`config.mk`:
```
export PLATFORM = sky130hd
export DESIGN_NAME = csfs_top
export DESIGN_NICKNAME = d
export VERILOG_FILES = /design/src/csfs_pin_sync.v /design/src/csfs_freq_select.v /design/src/csfs_top.v
export VERILOG_INCLUDE_DIRS = /design/src /design/src/src
export SDC_FILE = /design/constraint.sdc
export NUM_CORES = 1
export LEC_CHECK = 0
export ABC_AREA = 1
export BUFFER_PORTS_ARGS = -buffer_cell sky130_fd_sc_hd__buf_2
export CORE_MARGIN = 2
export CORE_UTILIZATION = 37
export DETAILED_ROUTE_END_ITERATION = 12
export GPL_ROUTABILITY_DRIVEN = 0
export SETUP_SLACK_MARGIN = 0.2
export SYNTH_ARGS = -nofsm -noshare
export SYNTH_HDL_FRONTEND = slang
export SYNTH_HIERARCHICAL = 1
export SYNTH_SLANG_ARGS = --single-unit
```
`constraint.sdc`:
```
create_clock -name ref_clk_i -period 2.8 [get_ports ref_clk_i]
set_input_delay 0.56 -clock ref_clk_i [delete_from_list [all_inputs] [get_ports ref_clk_i]]
set_output_delay 0.56 -clock ref_clk_i [all_outputs]
set_load 0.03 [all_outputs]
```
`src/csfs_defines.vh`:
```
// Constants for the contact-stop frequency selection block
`ifndef CSFS_DEFINES_VH
`define CSFS_DEFINES_VH

// ==========================================================
// Register byte offsets
`define CSFS_OFS_ENABLE      8'h00
`define CSFS_OFS_MODE        8'h04
`define CSFS_OFS_SUPPR       8'h08
`define CSFS_OFS_PRM_FIRST   8'h0c
`define CSFS_OFS_PRM_LAST    8'h3c
`define CSFS_OFS_TERM_LO     8'h40
`define CSFS_OFS_TERM_HI     8'h44
`define CSFS_OFS_STATUS      8'h48

// ==========================================================
// Parameter array indices (offset = 0x0c + 4 * index)
`define CSFS_PRM_HIGH        4'd0
`define CSFS_PRM_MID         4'd1
`define CSFS_PRM_LOW         4'd2
`define CSFS_PRM_SP4         4'd3
`define CSFS_PRM_SP5         4'd4
`define CSFS_PRM_SP6         4'd5
`define CSFS_PRM_SP7         4'd6
`define CSFS_PRM_INCH        4'd7
`define CSFS_PRM_STALL       4'd8
`define CSFS_PRM_STALL2      4'd9
`define CSFS_PRM_CARRIER     4'd10
`define CSFS_PRM_CS_CARRIER  4'd11
`define CSFS_PRM_EXCIT       4'd12
`define CSFS_PRM_COUNT       13

// ==========================================================
// Field positions
`define CSFS_MODE_OP_LSB     0
`define CSFS_MODE_CTRL_LSB   8
`define CSFS_SUPPR_REM_LSB   0
`define CSFS_SUPPR_PID_LSB   8
`define CSFS_SUPPR_AUTO_LSB  16

// ==========================================================
// Reset values
`define CSFS_RST_ENABLE      8'h00
`define CSFS_RST_MODE_OP     8'h00
`define CSFS_RST_MODE_CTRL   8'h00
`define CSFS_RST_SUPPR       8'h00
`define CSFS_RST_PRM         16'h0000
`define CSFS_RST_TERM        8'hff

// ==========================================================
// Codes and limits (frequencies in 0.01 Hz, levels in 0.1 %)
`define CSFS_ENABLE_ON       8'h01
`define CSFS_OP_EXTERNAL     8'h00
`define CSFS_CTRL_ADV_FLUX   8'h01
`define CSFS_CTRL_GP_FLUX    8'h02
`define CSFS_REM_MIN         8'h01
`define CSFS_REM_MAX         8'h03
`define CSFS_NOT_SET         16'h270f
`define CSFS_LOW_CLAMP       16'h0bb8
`define CSFS_CARRIER_FREQ    16'h012c
`define CSFS_EXCIT_MAX       16'h012c
`define CSFS_FN_LOW          8'h00
`define CSFS_FN_MID          8'h01
`define CSFS_FN_HIGH         8'h02
`define CSFS_FN_SECOND       8'h03
`define CSFS_FN_INCH         8'h05

// ==========================================================
// Frequency source select codes
`define CSFS_SEL_ANALOG      4'd0
`define CSFS_SEL_HIGH        4'd1
`define CSFS_SEL_MID         4'd2
`define CSFS_SEL_LOW         4'd3
`define CSFS_SEL_SP4         4'd4
`define CSFS_SEL_SP5         4'd5
`define CSFS_SEL_SP6         4'd6
`define CSFS_SEL_SP7         4'd7
`define CSFS_SEL_INCH        4'd8

`endif

```
`src/csfs_pin_sync.v`:
```
// Three-stage synchroniser with agreement filter for terminal pins
`timescale 1ns/10ps
`default_nettype none
module csfs_pin_sync #(
  parameter W = 7
) (
  // Clock and reset
  input  wire         ref_clk_i,
  input  wire         rst_n_i,
  // Pins in, filtered levels out
  input  wire [W-1:0] pin_i,
  output reg  [W-1:0] level_o
);
  reg [W-1:0] s1_q;
  reg [W-1:0] s2_q;
  reg [W-1:0] s3_q;

  // ==========================================================
  // Level changes only when stages two and three agree
  always @(posedge ref_clk_i or negedge rst_n_i) begin
    if (!rst_n_i) begin
      s1_q    <= {W{1'b0}};
      s2_q    <= {W{1'b0}};
      s3_q    <= {W{1'b0}};
      level_o <= {W{1'b0}};
    end else begin
      s1_q    <= pin_i;
      s2_q    <= s1_q;
      s3_q    <= s2_q;
      level_o <= (s2_q & s3_q) | (level_o & (s2_q | s3_q));
    end
  end
endmodule // csfs_pin_sync
`default_nettype wire

```
`src/csfs_freq_select.v`:
```
// Priority table for the frequency source and contact-stop decision
`timescale 1ns/10ps
`default_nettype none
`include "csfs_defines.vh"
module csfs_freq_select (
  // Function levels
  input  wire       high_i,
  input  wire       mid_i,
  input  wire       low_i,
  input  wire       second_i,
  input  wire       inch_i,
  // Qualifiers
  input  wire       cs_enabled_i,
  input  wire       cs_allowed_i,
  // Decision
  output reg  [3:0] sel_o,
  output wire       cs_active_o
);
  // Inching always wins, so it also ends contact-stop
  assign cs_active_o = cs_enabled_i & cs_allowed_i & low_i & second_i & ~inch_i;

  always @* begin
    if (inch_i) begin
      sel_o = `CSFS_SEL_INCH;
    end else if (cs_active_o) begin
      sel_o = `CSFS_SEL_LOW;
    end else begin
      // Second function does not alter the multi-speed choice
      case ({high_i, mid_i, low_i})
        3'b100:  sel_o = `CSFS_SEL_HIGH;
        3'b010:  sel_o = `CSFS_SEL_MID;
        3'b001:  sel_o = `CSFS_SEL_LOW;
        3'b110:  sel_o = `CSFS_SEL_SP6;
        3'b101:  sel_o = `CSFS_SEL_SP5;
        3'b011:  sel_o = `CSFS_SEL_SP4;
        3'b111:  sel_o = `CSFS_SEL_SP7;
        default: sel_o = `CSFS_SEL_ANALOG;
      endcase
    end
  end
endmodule // csfs_freq_select
`default_nettype wire

```
`src/csfs_top.v`:
```
// Contact-stop frequency selection with APB parameter registers
// Summary of operation
// - Contact-stop only when the enable parameter equals 1, else normal selection.
// - Contact-stop needs external mode and one of two flux-vector methods.
// - Second-function plus low-speed inputs enter contact-stop at low-speed frequency.
// - Low-speed command clamped to 30 Hz during contact-stop.
// - Either of the two inputs off means normal operation.
// - Second function comes from terminals coded 3, low speed from code 0.
// - Panel, panel-plus-external, inching, PID and auto accel suppress contact-stop.
// - Remote setting selection of 1 to 3 suppresses contact-stop.
// - Contact-stop uses second stall level; 9999 falls back to normal level.
// - Contact carrier at or below 3 Hz unless its parameter is 9999.
// - Excitation compensation, 0 to 300 percent, applies only in contact-stop.
// - Inching input selects inching frequency over all other inputs.
// - Without inching, qualified contact-stop (low plus second) selects low speed over high and middle.
// - Second function alone selects analog; otherwise multi-speed choice unchanged.
// - Single inputs pick their speed; pairs pick speeds 6, 5, 4; all three speed 7.
// - Middle alone selects middle; no input selects the analog frequency.
//
// Register access over APB and the register offsets were decided locally.
`timescale 1ns/10ps
`default_nettype none
`include "csfs_defines.vh"
module csfs_top #(
  parameter NUM_TERM = 7,
  parameter AW       = 8
) (
  // Clock and reset
  input  wire                ref_clk_i,
  input  wire                rst_n_i,
  // APB slave
  input  wire                psel,
  input  wire                penable,
  input  wire                pwrite,
  input  wire [AW-1:0]       paddr,
  input  wire [31:0]         pwdata,
  output wire                pready,
  output reg  [31:0]         prdata,
  output reg                 pslverr,
  // Terminal pins and drive-core feedback
  input  wire [NUM_TERM-1:0] term_pin_i,
  input  wire [15:0]         analog_freq_i,
  input  wire [15:0]         output_freq_i,
  // Commands to the drive core
  output reg  [15:0]         freq_cmd_o,
  output reg  [3:0]          freq_src_o,
  output reg                 contact_stop_active_o,
  output reg  [15:0]         stall_level_o,
  output reg  [15:0]         carrier_o,
  output reg  [15:0]         excit_comp_o,
  output reg                 excit_comp_en_o,
  output reg                 fast_current_limit_en_o
);
  // ==========================================================
  // Parameter storage
  reg  [7:0]  contact_stop_enable_param_q;
  reg  [7:0]  operation_mode_param_q;
  // Control method shares the mode word with operation mode
  reg  [7:0]  control_method_q;
  reg  [7:0]  remote_setting_select_param_q;
  reg  [7:0]  pid_action_param_q;
  reg  [7:0]  auto_accel_decel_param_q;
  reg  [15:0] prm_q [0:`CSFS_PRM_COUNT-1];
  // Codes reset to no function, so no pin acts before setup
  reg  [7:0]  term_fn_q [0:NUM_TERM-1];

  wire [NUM_TERM-1:0] term_lvl;
  wire                sel_cs_active;
  wire [3:0]          sel_src;
  integer             i;

  // ==========================================================
  // Terminal synchronisation and function routing
  // Four flops per pin stop a bouncing switch from toggling the table
  csfs_pin_sync #(
    .W (NUM_TERM)
  ) u_sync (
    .ref_clk_i (ref_clk_i),
    .rst_n_i   (rst_n_i),
    .pin_i     (term_pin_i),
    .level_o   (term_lvl)
  );

  wire [NUM_TERM-1:0] hit_low;
  wire [NUM_TERM-1:0] hit_mid;
  wire [NUM_TERM-1:0] hit_high;
  wire [NUM_TERM-1:0] hit_second;
  wire [NUM_TERM-1:0] hit_inch;

  // Codes matching no function leave the terminal idle
  genvar g;
  generate
    for (g = 0; g < NUM_TERM; g = g + 1) begin : g_term
      assign hit_low[g]    = term_lvl[g] & (term_fn_q[g] == `CSFS_FN_LOW);
      assign hit_second[g] = term_lvl[g] & (term_fn_q[g] == `CSFS_FN_SECOND);
      assign hit_mid[g]    = term_lvl[g] & (term_fn_q[g] == `CSFS_FN_MID);
      assign hit_high[g]   = term_lvl[g] & (term_fn_q[g] == `CSFS_FN_HIGH);
      assign hit_inch[g]   = term_lvl[g] & (term_fn_q[g] == `CSFS_FN_INCH);
    end
  endgenerate

  // A function is on if any terminal with its code is high
  wire low_speed_select_input       = |hit_low;
  wire second_function_select_input = |hit_second;
  wire middle_speed_select_input    = |hit_mid;
  wire high_speed_select_input      = |hit_high;
  wire inching_input                = |hit_inch;

  // ==========================================================
  // Qualification of contact-stop
  // Any value but exactly one keeps normal selection
  wire cs_enabled  = (contact_stop_enable_param_q == `CSFS_ENABLE_ON);
  wire op_external = (operation_mode_param_q == `CSFS_OP_EXTERNAL);
  wire ctrl_adv    = (control_method_q == `CSFS_CTRL_ADV_FLUX);
  wire ctrl_gp     = (control_method_q == `CSFS_CTRL_GP_FLUX);
  wire mode_ok     = op_external && (ctrl_adv || ctrl_gp);
  wire remote_on   = (remote_setting_select_param_q >= `CSFS_REM_MIN) &&
                     (remote_setting_select_param_q <= `CSFS_REM_MAX);
  wire pid_on      = (pid_action_param_q != 8'h00);
  wire auto_on     = (auto_accel_decel_param_q != 8'h00);
  // Inching is left to the table, where it also wins
  wire cs_allowed  = mode_ok && !remote_on && !pid_on && !auto_on;

  csfs_freq_select u_sel (
    .high_i       (high_speed_select_input),
    .mid_i        (middle_speed_select_input),
    .low_i        (low_speed_select_input),
    .second_i     (second_function_select_input),
    .inch_i       (inching_input),
    .cs_enabled_i (cs_enabled),
    .cs_allowed_i (cs_allowed),
    .sel_o        (sel_src),
    .cs_active_o  (sel_cs_active)
  );

  // ==========================================================
  // Command values
  // A parameter write reaches the outputs one edge after it lands
  reg  [15:0] freq_d;
  wire [15:0] low_prm = prm_q[`CSFS_PRM_LOW];

  always @* begin
    case (sel_src)
      `CSFS_SEL_HIGH: freq_d = prm_q[`CSFS_PRM_HIGH];
      `CSFS_SEL_MID:  freq_d = prm_q[`CSFS_PRM_MID];
      `CSFS_SEL_LOW: begin
        // Normal low speed keeps its full setting
        if (sel_cs_active && (low_prm > `CSFS_LOW_CLAMP)) begin
          freq_d = `CSFS_LOW_CLAMP;
        end else begin
          freq_d = low_prm;
        end
      end
      `CSFS_SEL_SP4:  freq_d = prm_q[`CSFS_PRM_SP4];
      `CSFS_SEL_SP5:  freq_d = prm_q[`CSFS_PRM_SP5];
      `CSFS_SEL_SP6:  freq_d = prm_q[`CSFS_PRM_SP6];
      `CSFS_SEL_SP7:  freq_d = prm_q[`CSFS_PRM_SP7];
      `CSFS_SEL_INCH: freq_d = prm_q[`CSFS_PRM_INCH];
      default:        freq_d = analog_freq_i;
    endcase
  end

  wire [15:0] stall2  = prm_q[`CSFS_PRM_STALL2];
  wire [15:0] cs_carr = prm_q[`CSFS_PRM_CS_CARRIER];
  wire [15:0] excit   = prm_q[`CSFS_PRM_EXCIT];

  wire [15:0] stall_d = (sel_cs_active && (stall2 != `CSFS_NOT_SET)) ?
                        stall2 : prm_q[`CSFS_PRM_STALL];
  // Carrier follows the present output frequency, not the command
  wire [15:0] carr_d  = (sel_cs_active && (output_freq_i <= `CSFS_CARRIER_FREQ) &&
                         (cs_carr != `CSFS_NOT_SET)) ?
                        cs_carr : prm_q[`CSFS_PRM_CARRIER];
  wire        exc_en_d = sel_cs_active && (excit != `CSFS_NOT_SET);
  // Out-of-range setting saturates rather than overdriving the motor
  wire [15:0] exc_d   = !exc_en_d ? 16'h0000 :
                        ((excit > `CSFS_EXCIT_MAX) ? `CSFS_EXCIT_MAX : excit);
  // Fast current limit would fight the holding torque at the stop
  wire        fast_lim_d = ~sel_cs_active;

  // ==========================================================
  // Registered commands to the drive core
  always @(posedge ref_clk_i or negedge rst_n_i) begin
    if (!rst_n_i) begin
      freq_cmd_o              <= 16'h0000;
      freq_src_o              <= `CSFS_SEL_ANALOG;
      contact_stop_active_o   <= 1'b0;
      stall_level_o           <= `CSFS_RST_PRM;
      carrier_o               <= `CSFS_RST_PRM;
      excit_comp_o            <= 16'h0000;
      excit_comp_en_o         <= 1'b0;
      fast_current_limit_en_o <= 1'b1;
    end else begin
      freq_cmd_o              <= freq_d;
      freq_src_o              <= sel_src;
      contact_stop_active_o   <= sel_cs_active;
      stall_level_o           <= stall_d;
      carrier_o               <= carr_d;
      excit_comp_o            <= exc_d;
      excit_comp_en_o         <= exc_en_d;
      fast_current_limit_en_o <= fast_lim_d;
    end
  end

  // ==========================================================
  // APB slave, one wait-free access phase
  // Slave never stalls, so a master may run transfers back to back
  assign pready = 1'b1;

  wire        setup    = psel && !penable;
  wire        wr_en    = psel && penable && pwrite;
  wire [AW-1:0] a      = paddr;
  wire        prm_hit  = (a >= `CSFS_OFS_PRM_FIRST) && (a <= `CSFS_OFS_PRM_LAST) &&
                         (a[1:0] == 2'b00);
  wire [AW-1:0] prm_off = a - `CSFS_OFS_PRM_FIRST;
  wire [3:0]  prm_idx  = prm_off[5:2];
  wire        word_hit = (a == `CSFS_OFS_ENABLE) || (a == `CSFS_OFS_MODE) ||
                         (a == `CSFS_OFS_SUPPR) || (a == `CSFS_OFS_TERM_LO) ||
                         (a == `CSFS_OFS_TERM_HI) || (a == `CSFS_OFS_STATUS);
  wire        mapped   = prm_hit || word_hit;

  // ==========================================================
  // Read multiplexer
  reg [31:0] rd_d;
  always @* begin
    rd_d = 32'h0000_0000;
    if (prm_hit) begin
      rd_d = {16'h0000, prm_q[prm_idx]};
    end else begin
      case (a)
        `CSFS_OFS_ENABLE: rd_d = {24'h000000, contact_stop_enable_param_q};
        `CSFS_OFS_MODE:   rd_d = {16'h0000, control_method_q, operation_mode_param_q};
        `CSFS_OFS_SUPPR:  rd_d = {8'h00, auto_accel_decel_param_q, pid_action_param_q,
                                  remote_setting_select_param_q};
        `CSFS_OFS_TERM_LO: rd_d = {term_fn_q[3], term_fn_q[2], term_fn_q[1], term_fn_q[0]};
        `CSFS_OFS_TERM_HI: rd_d = {8'h00, term_fn_q[6], term_fn_q[5], term_fn_q[4]};
        // Selection bits lag the pin levels by one edge
        `CSFS_OFS_STATUS: rd_d = {8'h00, {(16-NUM_TERM){1'b0}}, term_lvl,
                                  3'b000, contact_stop_active_o, freq_src_o};
        default:          rd_d = 32'h0000_0000;
      endcase
    end
  end

  // Read data and error latched in setup so the access phase sees flops
  always @(posedge ref_clk_i or negedge rst_n_i) begin
    if (!rst_n_i) begin
      prdata  <= 32'h0000_0000;
      pslverr <= 1'b0;
    end else if (setup) begin
      prdata  <= pwrite ? 32'h0000_0000 : rd_d;
      pslverr <= !mapped;
    end
  end

  // ==========================================================
  // Parameter writes, taken in the access phase only
  // Writes to the status word and to unused bytes are dropped
  always @(posedge ref_clk_i or negedge rst_n_i) begin
    if (!rst_n_i) begin
      contact_stop_enable_param_q   <= `CSFS_RST_ENABLE;
      operation_mode_param_q        <= `CSFS_RST_MODE_OP;
      control_method_q              <= `CSFS_RST_MODE_CTRL;
      remote_setting_select_param_q <= `CSFS_RST_SUPPR;
      pid_action_param_q            <= `CSFS_RST_SUPPR;
      auto_accel_decel_param_q      <= `CSFS_RST_SUPPR;
      for (i = 0; i < `CSFS_PRM_COUNT; i = i + 1) begin
        prm_q[i] <= `CSFS_RST_PRM;
      end
      for (i = 0; i < NUM_TERM; i = i + 1) begin
        term_fn_q[i] <= `CSFS_RST_TERM;
      end
    end else if (wr_en) begin
      if (prm_hit) begin
        prm_q[prm_idx] <= pwdata[15:0];
      end
      case (a)
        `CSFS_OFS_ENABLE: contact_stop_enable_param_q <= pwdata[7:0];
        `CSFS_OFS_MODE: begin
          operation_mode_param_q <= pwdata[`CSFS_MODE_OP_LSB +: 8];
          control_method_q       <= pwdata[`CSFS_MODE_CTRL_LSB +: 8];
        end
        `CSFS_OFS_SUPPR: begin
          remote_setting_select_param_q <= pwdata[`CSFS_SUPPR_REM_LSB +: 8];
          pid_action_param_q            <= pwdata[`CSFS_SUPPR_PID_LSB +: 8];
          auto_accel_decel_param_q      <= pwdata[`CSFS_SUPPR_AUTO_LSB +: 8];
        end
        `CSFS_OFS_TERM_LO: begin
          for (i = 0; i < 4; i = i + 1) begin
            if (i < NUM_TERM) begin
              term_fn_q[i] <= pwdata[i*8 +: 8];
            end
          end
        end
        `CSFS_OFS_TERM_HI: begin
          for (i = 4; i < NUM_TERM; i = i + 1) begin
            term_fn_q[i] <= pwdata[(i-4)*8 +: 8];
          end
        end
        default: ;
      endcase
    end
  end
endmodule // csfs_top
`default_nettype wire

```
* Word level (Yosys, flattened, before mapping) *
Index checks and enable logic that the tools add are counted.

operators by class
  $add $sub $neg = 1
  magnitude comparators = 9
  eq/ne operators = 54
  mux-type cells = 18
  bitwise gates (word level) = 46
  reduce and logical (&&, ||, !) cells = 51

operators by type and width
  operator              count
  $bwmux 208            1
  $pmux 32 s6           1
  $mux 16               8
  $pmux 16 s8           1
  $eq 8x2->1 const B    15
  $eq 8x1->1 const B    9
  $logic_not 8->1       9
  $bmux 16 s4           1
  $demux 16 s4          1
  $eq 8x3->1 const B    8
  $mux 32               2
  $ne 16x14->1 const B  3
  $and 1x1->1           39
  $reduce_or 7->1       5
  $eq 8x7->1 const B    3
  $pmux 3 s7            1
  $eq 4x3->1 const B    4
  $gt 16x12->1 const B  1
  $gt 16x9->1 const B   1
  $le 16x9->1 const B   1
  $logic_and 1x1->1     16
  $reduce_bool 8->1     2
  $and 7x7->7           2
  $or 7x7->7            2
  21 further kinds      43

word-level totals
  flip-flop bits (word level) = 444
  input bits = 84
  output and inout bits = 105
  word-level logic and storage cells = 219

* Depth between registers and ports, before layout *
Gate-level depths: netlist (run 1).

  depth in word-level cells = 14
  depth in mapped cells = 20
  mapped depth without buffers = 19

* Modules after synthesis *
The synthesis (run 1) kept the hierarchy.

by module, submodules not included
  module            times used  cells each  area each (um2)  seq. area each (um2)
  csfs_top          1           2648        20324.5          10481.3
  csfs_pin_sync     1           56          814.5            700.7
  csfs_freq_select  1           22          110.1            0.0

* Least setup slack after synthesis (run 1) *
No wires, ideal clock.

  path kind = register to register
  from = register term_fn_q[39] (netlist bit)
  to = register freq_cmd_o[11]
  library setup time = 0.077 ns
  arrival time = 2.779 ns
  required time = 2.723 ns
  slack = -0.056 ns
  cell stages (with the launch flop) = 17
  buffers on the path = 1
  clock period less this slack = 2.856 ns
  cell sequence = dfstp_2 -> nor4_1 -> nand4_1 -> nand2_1 -> nor2_1 -> nand3b_1 -> nor2_1 -> nor2_2 -> nand2_1 -> nor2_1 -> nand2_1 -> nor3_2 -> clkbuf_1 -> nand2_1 -> nand4_1 -> nor2_1 -> a21oi_1

on the way
  longest elaborated chain between the ends = 10
  elaborated cells between the ends (all ways) = 40
  classes of those cells = eq/ne: 19; mux: 5; bitwise: 9; reduce/logical: 7

RTL lines
  item                                                                line                   RTL
  from (decl)                                                         csfs_top.v:65          reg [7:0] term_fn_q [0:NUM_TERM-1];
  from (signal, indexed assignment)                                   csfs_top.v:270         term_fn_q[i] <= `CSFS_RST_TERM;
  from (signal, indexed assignment)                                   csfs_top.v:290         term_fn_q[i] <= pwdata[i*8 +: 8];
  from (signal, indexed assignment)                                   csfs_top.v:296         term_fn_q[i] <= pwdata[(i-4)*8 +: 8];
  $logic_not 8->1 (no line) (*)                                       n/a
  $and 1x1->1 (*)                                                     csfs_top.v:94          assign hit_low[g] = term_lvl[g] & (term_fn_q[g] == `CSFS_FN_LOW);
  $reduce_or 7->1 (*)                                                 csfs_top.v:103         wire low_speed_select_input = |hit_low;
  via low_speed_select_input                                          csfs_top.v:103
  parallel branches: the longest is 3 deep, another holds $pmux 3 s7  n/a
  $mux 4 (*)                                                          csfs_freq_select.v:25  end else if (cs_active_o) begin
  $mux 4 (*)                                                          csfs_freq_select.v:23  if (inch_i) begin
  via sel_src[2]                                                      csfs_top.v:69          wire [3:0] sel_src;
  $eq 4x4->1 (tied with other cells)                                  csfs_top.v:143         case (sel_src)
  $pmux 16 s8 (*)                                                     csfs_top.v:143
  via freq_d[11]                                                      csfs_top.v:139         reg [15:0] freq_d;
  to (signal assigned)                                                csfs_top.v:193         freq_cmd_o <= freq_d;
  to (decl)                                                           csfs_top.v:45          output reg [15:0] freq_cmd_o,

Mark *: on every way through the listed nets, which the timed path passes.
A chain may end at the register's enable or synchronous reset.

* Worst setup path in the final report (run 1) *
  from = register term_fn_q[39] (netlist bit)
  to = register freq_cmd_o[2]

The elaborated chain is that of the path after synthesis.

==> flow_summary.json, run 1 <==
{
  "outcome": "complete, but fails checks",
  "violations": "negative setup slack",
  "area_delta_synth_final_pct": 23.5,
  "switching_power_uw": 3930,
  "first_global_vias": 19400,
  "r2r-end": "freq_cmd_o[2]$_DFF_PN0_",
  "muxShareOfSynthArea": 0,
  "ant_nets": 0,
  "cts_tree": "built",
  "syn_inst": 2726,
  "portBuffers": 187,
  "cp_slowest_stage_delay_ps": 380,
  "start_util": 0.375,
  "swShare": 0.255,
  "yosys_warnings": 6,
  "layout_commonest_cell": "nand2_1",
  "ios": 189,
  "rsz0062_at_grt": "yes",
  "relSlewSlack": 0.336,
  "clockBufferDepth": 3,
  "die_area_sq_um": 59400,
  "clk_latency_ps": 600,
  "ys_types": 43,
  "fin_nets": 3076,
  "min_period_ps": 2850,
  "max_freq_mhz": 351,
  "fin_setup_tns_ps": -376,
  "dpl.hpwl_mm": 51.6,
  "routed_wl_mm": 75.2,
  "ff2ff_path_depth": 16,
  "drive_gt1_frac": 0.197,
  "numCtsBuffers": 50,
  "cp.depth": 16,
  "worst_slew_pin_slew_ps": 996,
  "post_dp_cell_area_sq_um": 24000,
  "grt_max_degree": 96,
  "grt_pass1_wl_mm": 116,
  "gr-total-overflow": 0,
  "final_cell_area_sq_um": 26200,
  "critPathArrivalTime_ps": 3360,
  "avgSynthCellArea_sq_um": 7.79,
  "cp-start-kind": "flip-flop",
  "placeableCoreArea_sq_um": 56600,
  "instances_no_fill": 3782,
  "vias": 20200,
  "startpoint": "term_fn_q[39]$_DFFE_PN1P_",
  "mappedNetlistArea_sq_um": 21200,
  "synth-edff-count": 0,
  "avgRoutedWirePerCell_microns": 19.9,
  "combPwrFrac": 0.101,
  "critPathBufInv": 1,
  "vdd_drop_max_v": 0.000509,
  "synth_compound_area_frac": 0.114,
  "setup_ws_ps": -48.4,
  "antenna_found_initial": 2,
  "final-hold-violation-count": 0,
  "cap_violations": 0,
  "root_buffer": "clkbuf_16",
  "internal_power_uw": 11500,
  "track_usage": 0.251,
  "r2r_slack_ps": -50,
  "clk_pin_slew_worst_paths_ps": 60,
  "p_leak_uw": 0.0126,
  "cts.sinks": 444,
  "setup_viol": 15,
  "critPathCapture": "freq_cmd_o[2]$_DFF_PN0_",
  "hp-class": "primary input to flip-flop",
  "clkPwrFrac": 0.466,
  "vias_per_cell": 5.34,
  "crit_type": "flip-flop to flip-flop",
  "drc": 0,
  "finalCritPeriodShare": 1.02,
  "cp_slowest_cell": "dfstp_2",
  "path_max_fanout": 9,
  "core.rowCount": 87,
  "drt-pass1-iter-count": 8,
  "crit_top_cell": "nor2_1",
  "async_flop_share": 1.00,
  "worstReg2RegStart": "term_fn_q[39]$_DFFE_PN1P_",
  "htreeDepth": 2,
  "path_cells": "nor4_4 -> nand4_1 -> nand2_1 -> nor2_1 -> nand3b_1 -> nor2_1 -> nor2_2 -> nand2_2 -> nor2_4 -> nand2_2 -> nor3_4 -> buf_6 -> nand2_1 -> nand4_1 -> nor2_1 -> a21oi_1",
  "cp-end-kind": "flip-flop",
  "final_max_slew_viol_count": 0,
  "die_x_microns": 244,
  "numPlacedInstances": 3673,
  "critPathTopFamily": "simple AND/OR/NAND/NOR gates",
  "synth_simple_gate_area_frac": 0.293,
  "first_iter_violations": 2264,
  "pre_cts_ws_ps": -217,
  "sequentialPowerShare": 0.433,
  "synth_seq_area_share": 0.526,
  "layout_common_cells": "nand2_1, dfrtp_1, nand3_1",
  "powerDensity_nw_per_um2": 588,
  "synth_top_family_by_area": "simple AND/OR/NAND/NOR gates",
  "ys.flop_type": "dfrtp_1",
  "die_y_microns": 244,
  "yosys.area_share.adder": 0.00294,
  "synthXorXnorAreaFrac": 0.00118,
  "clock_skew_ps": 25.4,
  "ys_ff_latch": 444,
  "crit_required_ps": 3310
}
final cells by class:
type | count | area [sq um]
inverters | 168 | 633
diodes | 2 | 5.00
clock inverters | 26 | 417
fillers | 5572 | 30400
repair buffers | 355 | 2660
well taps | 756 | 946
flip-flops and latches | 444 | 11200
clock buffers | 63 | 1370
multi-input cells | 1968 | 9030
worst min-delay path by stage:
stage                     slack [ps]                                      end  depth (start not counted)                     start
after floorplan                  260  auto_accel_decel_param_q[0]$_DFFE_PN0P_                          0                   rst_n_i
after global placement           340                 u_sync/s2_q[5]$_DFF_PN0_                          0  u_sync/s1_q[5]$_DFF_PN0_
after detailed placement         340                 u_sync/s2_q[2]$_DFF_PN0_                          0  u_sync/s1_q[2]$_DFF_PN0_
after CTS                         40                 u_sync/s1_q[5]$_DFF_PN0_                          1             term_pin_i[5]
after global routing              50                 u_sync/s1_q[5]$_DFF_PN0_                          1             term_pin_i[5]
final                             70                 u_sync/s1_q[5]$_DFF_PN0_                          1             term_pin_i[5]
synthesized netlist by cell type, drive strengths merged (3+ instances only):
master  number  share of area
inv        168          0.030
nand3b       3         0.0011
buf         88          0.021
nand4       68          0.020
dfstp       57          0.070
nor4        22         0.0065
ha           5         0.0029
nand3      197          0.047
o21ai      346          0.081
clkbuf      65          0.011
nor3        21         0.0075
a21oi      103          0.027
nor2       201          0.038
dfrtp      387           0.46
nand2      973           0.17
o211ai       3         0.0011
state kept, by name, indices dropped and copies added, names as in the netlist, 8 cells and up:
| register | flops |
|---|---|
| excit | 16 |
| freq_cmd_o | 16 |
| term_fn_q | 56 |
| prm_q | 144 |
| stall_level_o | 16 |
| control_method_q | 8 |
| operation_mode_param_q | 8 |
| excit_comp_o | 16 |
| auto_accel_decel_param_q | 8 |
| pid_action_param_q | 8 |
| contact_stop_enable_param_q | 8 |
| prdata | 32 |
| low_prm | 16 |
| carrier_o | 16 |
| cs_carr | 16 |
| stall2 | 16 |
| remote_setting_select_param_q | 8 |
metal layers:
layer / GRT usage / up-vias / routed length [microns]
li1: - / 9401 / -
met1: 0.336 / 9667 / 31100
met2: 0.401 / 937 / 34700
met3: 0.0399 / 201 / 5630
met4: 0.115 / 0 / 3720
met5: 0 / - / 0
power groups by stage:
| stage | registers (uW) | logic (uW) | clock network, uW |
|---|---|---|---|
| floorplan | 6820 | 655 | 0 |
| global placement | 6780 | 1480 | 0 |
| detailed placement | 6780 | 1490 | 0 |
| CTS | 6670 | 1530 | 7310 |
| global route | 6690 | 1690 | 7570 |
| finish | 6680 | 1560 | 7200 |
worst reg2reg max path: cells and delay by family (launching register included):
family	cells	cell delay, ps
and+or+nand+nor	14	2050
DFF	1	380
buffers and inverters	1	190
AOI/OAI and AO/OA	1	150
per-stage QoR:
step | hold slack (ps) | utilization | power, uW
after floorplan | 264 | - | 7470
after global placement | 335 | 0.424 | 8260
after detailed placement | 336 | 0.424 | 8280
after CTS | 39.9 | 0.462 | 15500
after global routing | 49.9 | 0.464 | 15900
final | 67.2 | 0.464 | 15400
timing repair:
action / CTS / global route
hold buffers: 1 / 0
setup endpoints to repair: 36 / 44
setup buffers: 9 / 4
endpoints found under the hold margin: 49 / 0
pin swaps: 50 / 18
cloned: 4 / 0
gates resized for setup: 52 / 32
kinds of logic (layout without fill, tap and decap cells):
| kind of cell | after synthesis | in the layout |
|---|---|---|
| flops | 444 | 444 |
| compound gates | 463 | 463 |
| buf+inv | 321 | 612 |
| xor+xnor | 2 | 2 |
| fa+ha+maj | 5 | 5 |
| other cells | 2 | 10 |
| simple gates | 1489 | 1490 |
No activity file was read; power rests on OpenSTA's default activity.
==> run 2, diff against run 1 <==
==> constraint.sdc (replaced) <==
create_clock -name ref_clk_i -period 2.8 [get_ports ref_clk_i]
set_input_delay 0.28 -clock ref_clk_i [delete_from_list [all_inputs] [get_ports ref_clk_i]]
set_output_delay 0.28 -clock ref_clk_i [all_outputs]
set_load 0.03 [all_outputs]
==> run 2 against run 1 <==
  * The flow finishes with violations (negative hold slack, negative setup slack)
  * Critical path depth up 5
  * Global-route usage is essentially flat
  * Power fell by 2.7%
  * Sequential power barely moved
  * Clock power fell by 6.2%
  * Via count increased by 0.85%
  * Register-to-register slack worse by 30 ps
  * Critical endpoint is now freq_cmd_o[3]$_DFF_PN0_
==> flow_summary.json, run 2 (synthesis gave the netlist of run 1 again) <==
{
  "outcome": "complete, but fails checks",
  "violations": "negative hold slack, negative setup slack",
  "rsz0062_at_grt": "yes",
  "cts_tree": "built",
  "crit_type": "flip-flop to flip-flop",
  "first_iter_violations": 2215,
  "critPathArrivalTime_ps": 3360,
  "post_dp_cell_area_sq_um": 23700,
  "holdWs_ps": -14.7,
  "finalCritPeriodShare": 1.03,
  "area_delta_synth_final_pct": 25.7,
  "fin_nets": 3112,
  "portBuffers": 187,
  "final_max_slew_viol_count": 0,
  "cp-end-kind": "flip-flop",
  "powerDensity_nw_per_um2": 563,
  "die_y_microns": 244,
  "antenna_found_initial": 5,
  "cap_violations": 0,
  "layout_commonest_cell": "nand2_1",
  "clockBufferDepth": 3,
  "first_global_vias": 19800,
  "hp-class": "primary input to flip-flop",
  "clk_latency_ps": 590,
  "drc": 0,
  "start_util": 0.375,
  "setup_viol": 15,
  "min_period_ps": 2880,
  "vdd_drop_max_v": 0.000418,
  "grt_max_degree": 101,
  "gr-total-overflow": 0,
  "fillers": 5533,
  "clk_pin_slew_worst_paths_ps": 60,
  "final_cell_area_sq_um": 26700,
  "ant_nets": 0,
  "root_buffer": "clkbuf_16",
  "max_freq_mhz": 347,
  "ios": 189,
  "routed_wl_mm": 75.8,
  "clock_skew_ps": 18.8,
  "p_leak_uw": 0.0128,
  "setup_ws_ps": -80.5,
  "die_x_microns": 244,
  "numCtsBuffers": 49,
  "crit_required_ps": 3280,
  "core.rowCount": 87,
  "largestRegisters": "prm_q (144), term_fn_q (56), prdata (32)",
  "largest_reg_flops": 144,
  "cts.sinks": 444,
  "path_max_fanout": 7,
  "avgRoutedWirePerCell_microns": 19.8,
  "vias": 20400,
  "die_area_sq_um": 59400,
  "drive_gt1_frac": 0.202,
  "htreeDepth": 2,
  "instances_no_fill": 3820,
  "drt-pass1-iter-count": 6,
  "final-hold-violation-count": 1,
  "relSlewSlack": 0.314,
  "layout_common_cells": "nand2_1, dfrtp_1, nand3_1",
  "fin_setup_tns_ps": -503,
  "regMostFlops": "prm_q",
  "placeableCoreArea_sq_um": 56600,
  "cp-start-kind": "flip-flop",
  "worst_slew_pin_slew_ps": 1030,
  "grt_pass1_wl_mm": 116,
  "numPlacedInstances": 3645,
  "vias_per_cell": 5.33,
  "dpl.hpwl_mm": 51.0,
  "track_usage": 0.251
}
## run 2: cell types whose count changed in the layout (fill, tap and decap cells not counted), sizes merged
cell	before	now
buf	354	344
bufinv	11	6
clkbuf	63	68
clkinv	11	17
clkinvlp	2	1
dlygate4sd3	1	45
inv	170	169
## run 2: timing repair
item                                    CTS  global route
gates resized for setup                  73            65
buffers inserted                         13            16
endpoints found under the hold margin   108             0
cloned                                    5             4
endpoints found under the setup margin   48            50
hold buffers                             45             0
pin swaps                                24            47
## run 2: power by group
part           leakage, uW  switching, uW  internal [uW]
Combinational      0.00614           1100            496
Sequential         0.00583            114           6560
Clock             0.000836           2730           4020
## run 2: through the flow
step / total power (uW) / utilization / setup WS (ps)
detailed placement: 8240 / 0.419 / -205
global route: 15500 / 0.472 / -228
CTS: 15100 / 0.464 / 62.8
floorplan: 7470 / - / 182
finish: 15000 / 0.472 / -80.5
global placement: 8220 / 0.419 / -75.1
## run 2: worst max-delay path, stage by stage (launching register included)
cell,delay (ps)
dfstp_2,530
nor2_1,60
nand2_2,80
inv_2,60
nand4_1,130
o31ai_2,80
nor2_1,130
nand3b_1,190
buf_4,200
nand2_2,70
nand2_2,60
nand3_2,90
nand2_4,100
nor2_4,130
nand2_2,70
nand2_2,80
nand2_4,80
buf_6,140
buf_16,130
buf_4,130
nor2_4,170
a21oi_2,40
## run 2: layout make-up
type,count,area (sq um),area share
antenna,2,5.00,0.000187
sequential,444,11200,0.419
inverter,168,633,0.0237
clock inverter,25,304,0.0114
tap,756,946,0.0354
clock buffer,65,1380,0.0516
timing repair buffer,392,3060,0.114
multi-input combinational,1968,9200,0.344
## run 2: routing by layer
metal  share of wire  global-route usage  vias to the layer above  wire length (microns)
li1                -                   -                     9442                      -
met1            0.40               0.324                     9736                  30300
met2            0.46               0.400                      978                  35000
met3           0.086              0.0524                      217                   6530
met4           0.051               0.128                        4                   3880
met5         0.00036                   0                        -                     27
## run 2: final timing paths
kind / startpoint / to / slack [ps] / cells after the start
worst max register to register: term_fn_q[5]$_DFFE_PN1P_ / freq_cmd_o[3]$_DFF_PN0_ / -80 / 21
min in group asynchronous: rst_n_i / prm_q[184]$_DFFE_PN0P_ / 230 / 2
worst min register to register: u_sync/s1_q[1]$_DFF_PN0_ / u_sync/s2_q[1]$_DFF_PN0_ / 350 / 0
worst max-delay path: term_fn_q[5]$_DFFE_PN1P_ / freq_cmd_o[3]$_DFF_PN0_ / -80 / 21
max in group asynchronous: rst_n_i / term_fn_q[31]$_DFFE_PN1P_ / 1600 / 3
worst min-delay path: analog_freq_i[7] / freq_cmd_o[7]$_DFF_PN0_ / -10 / 3
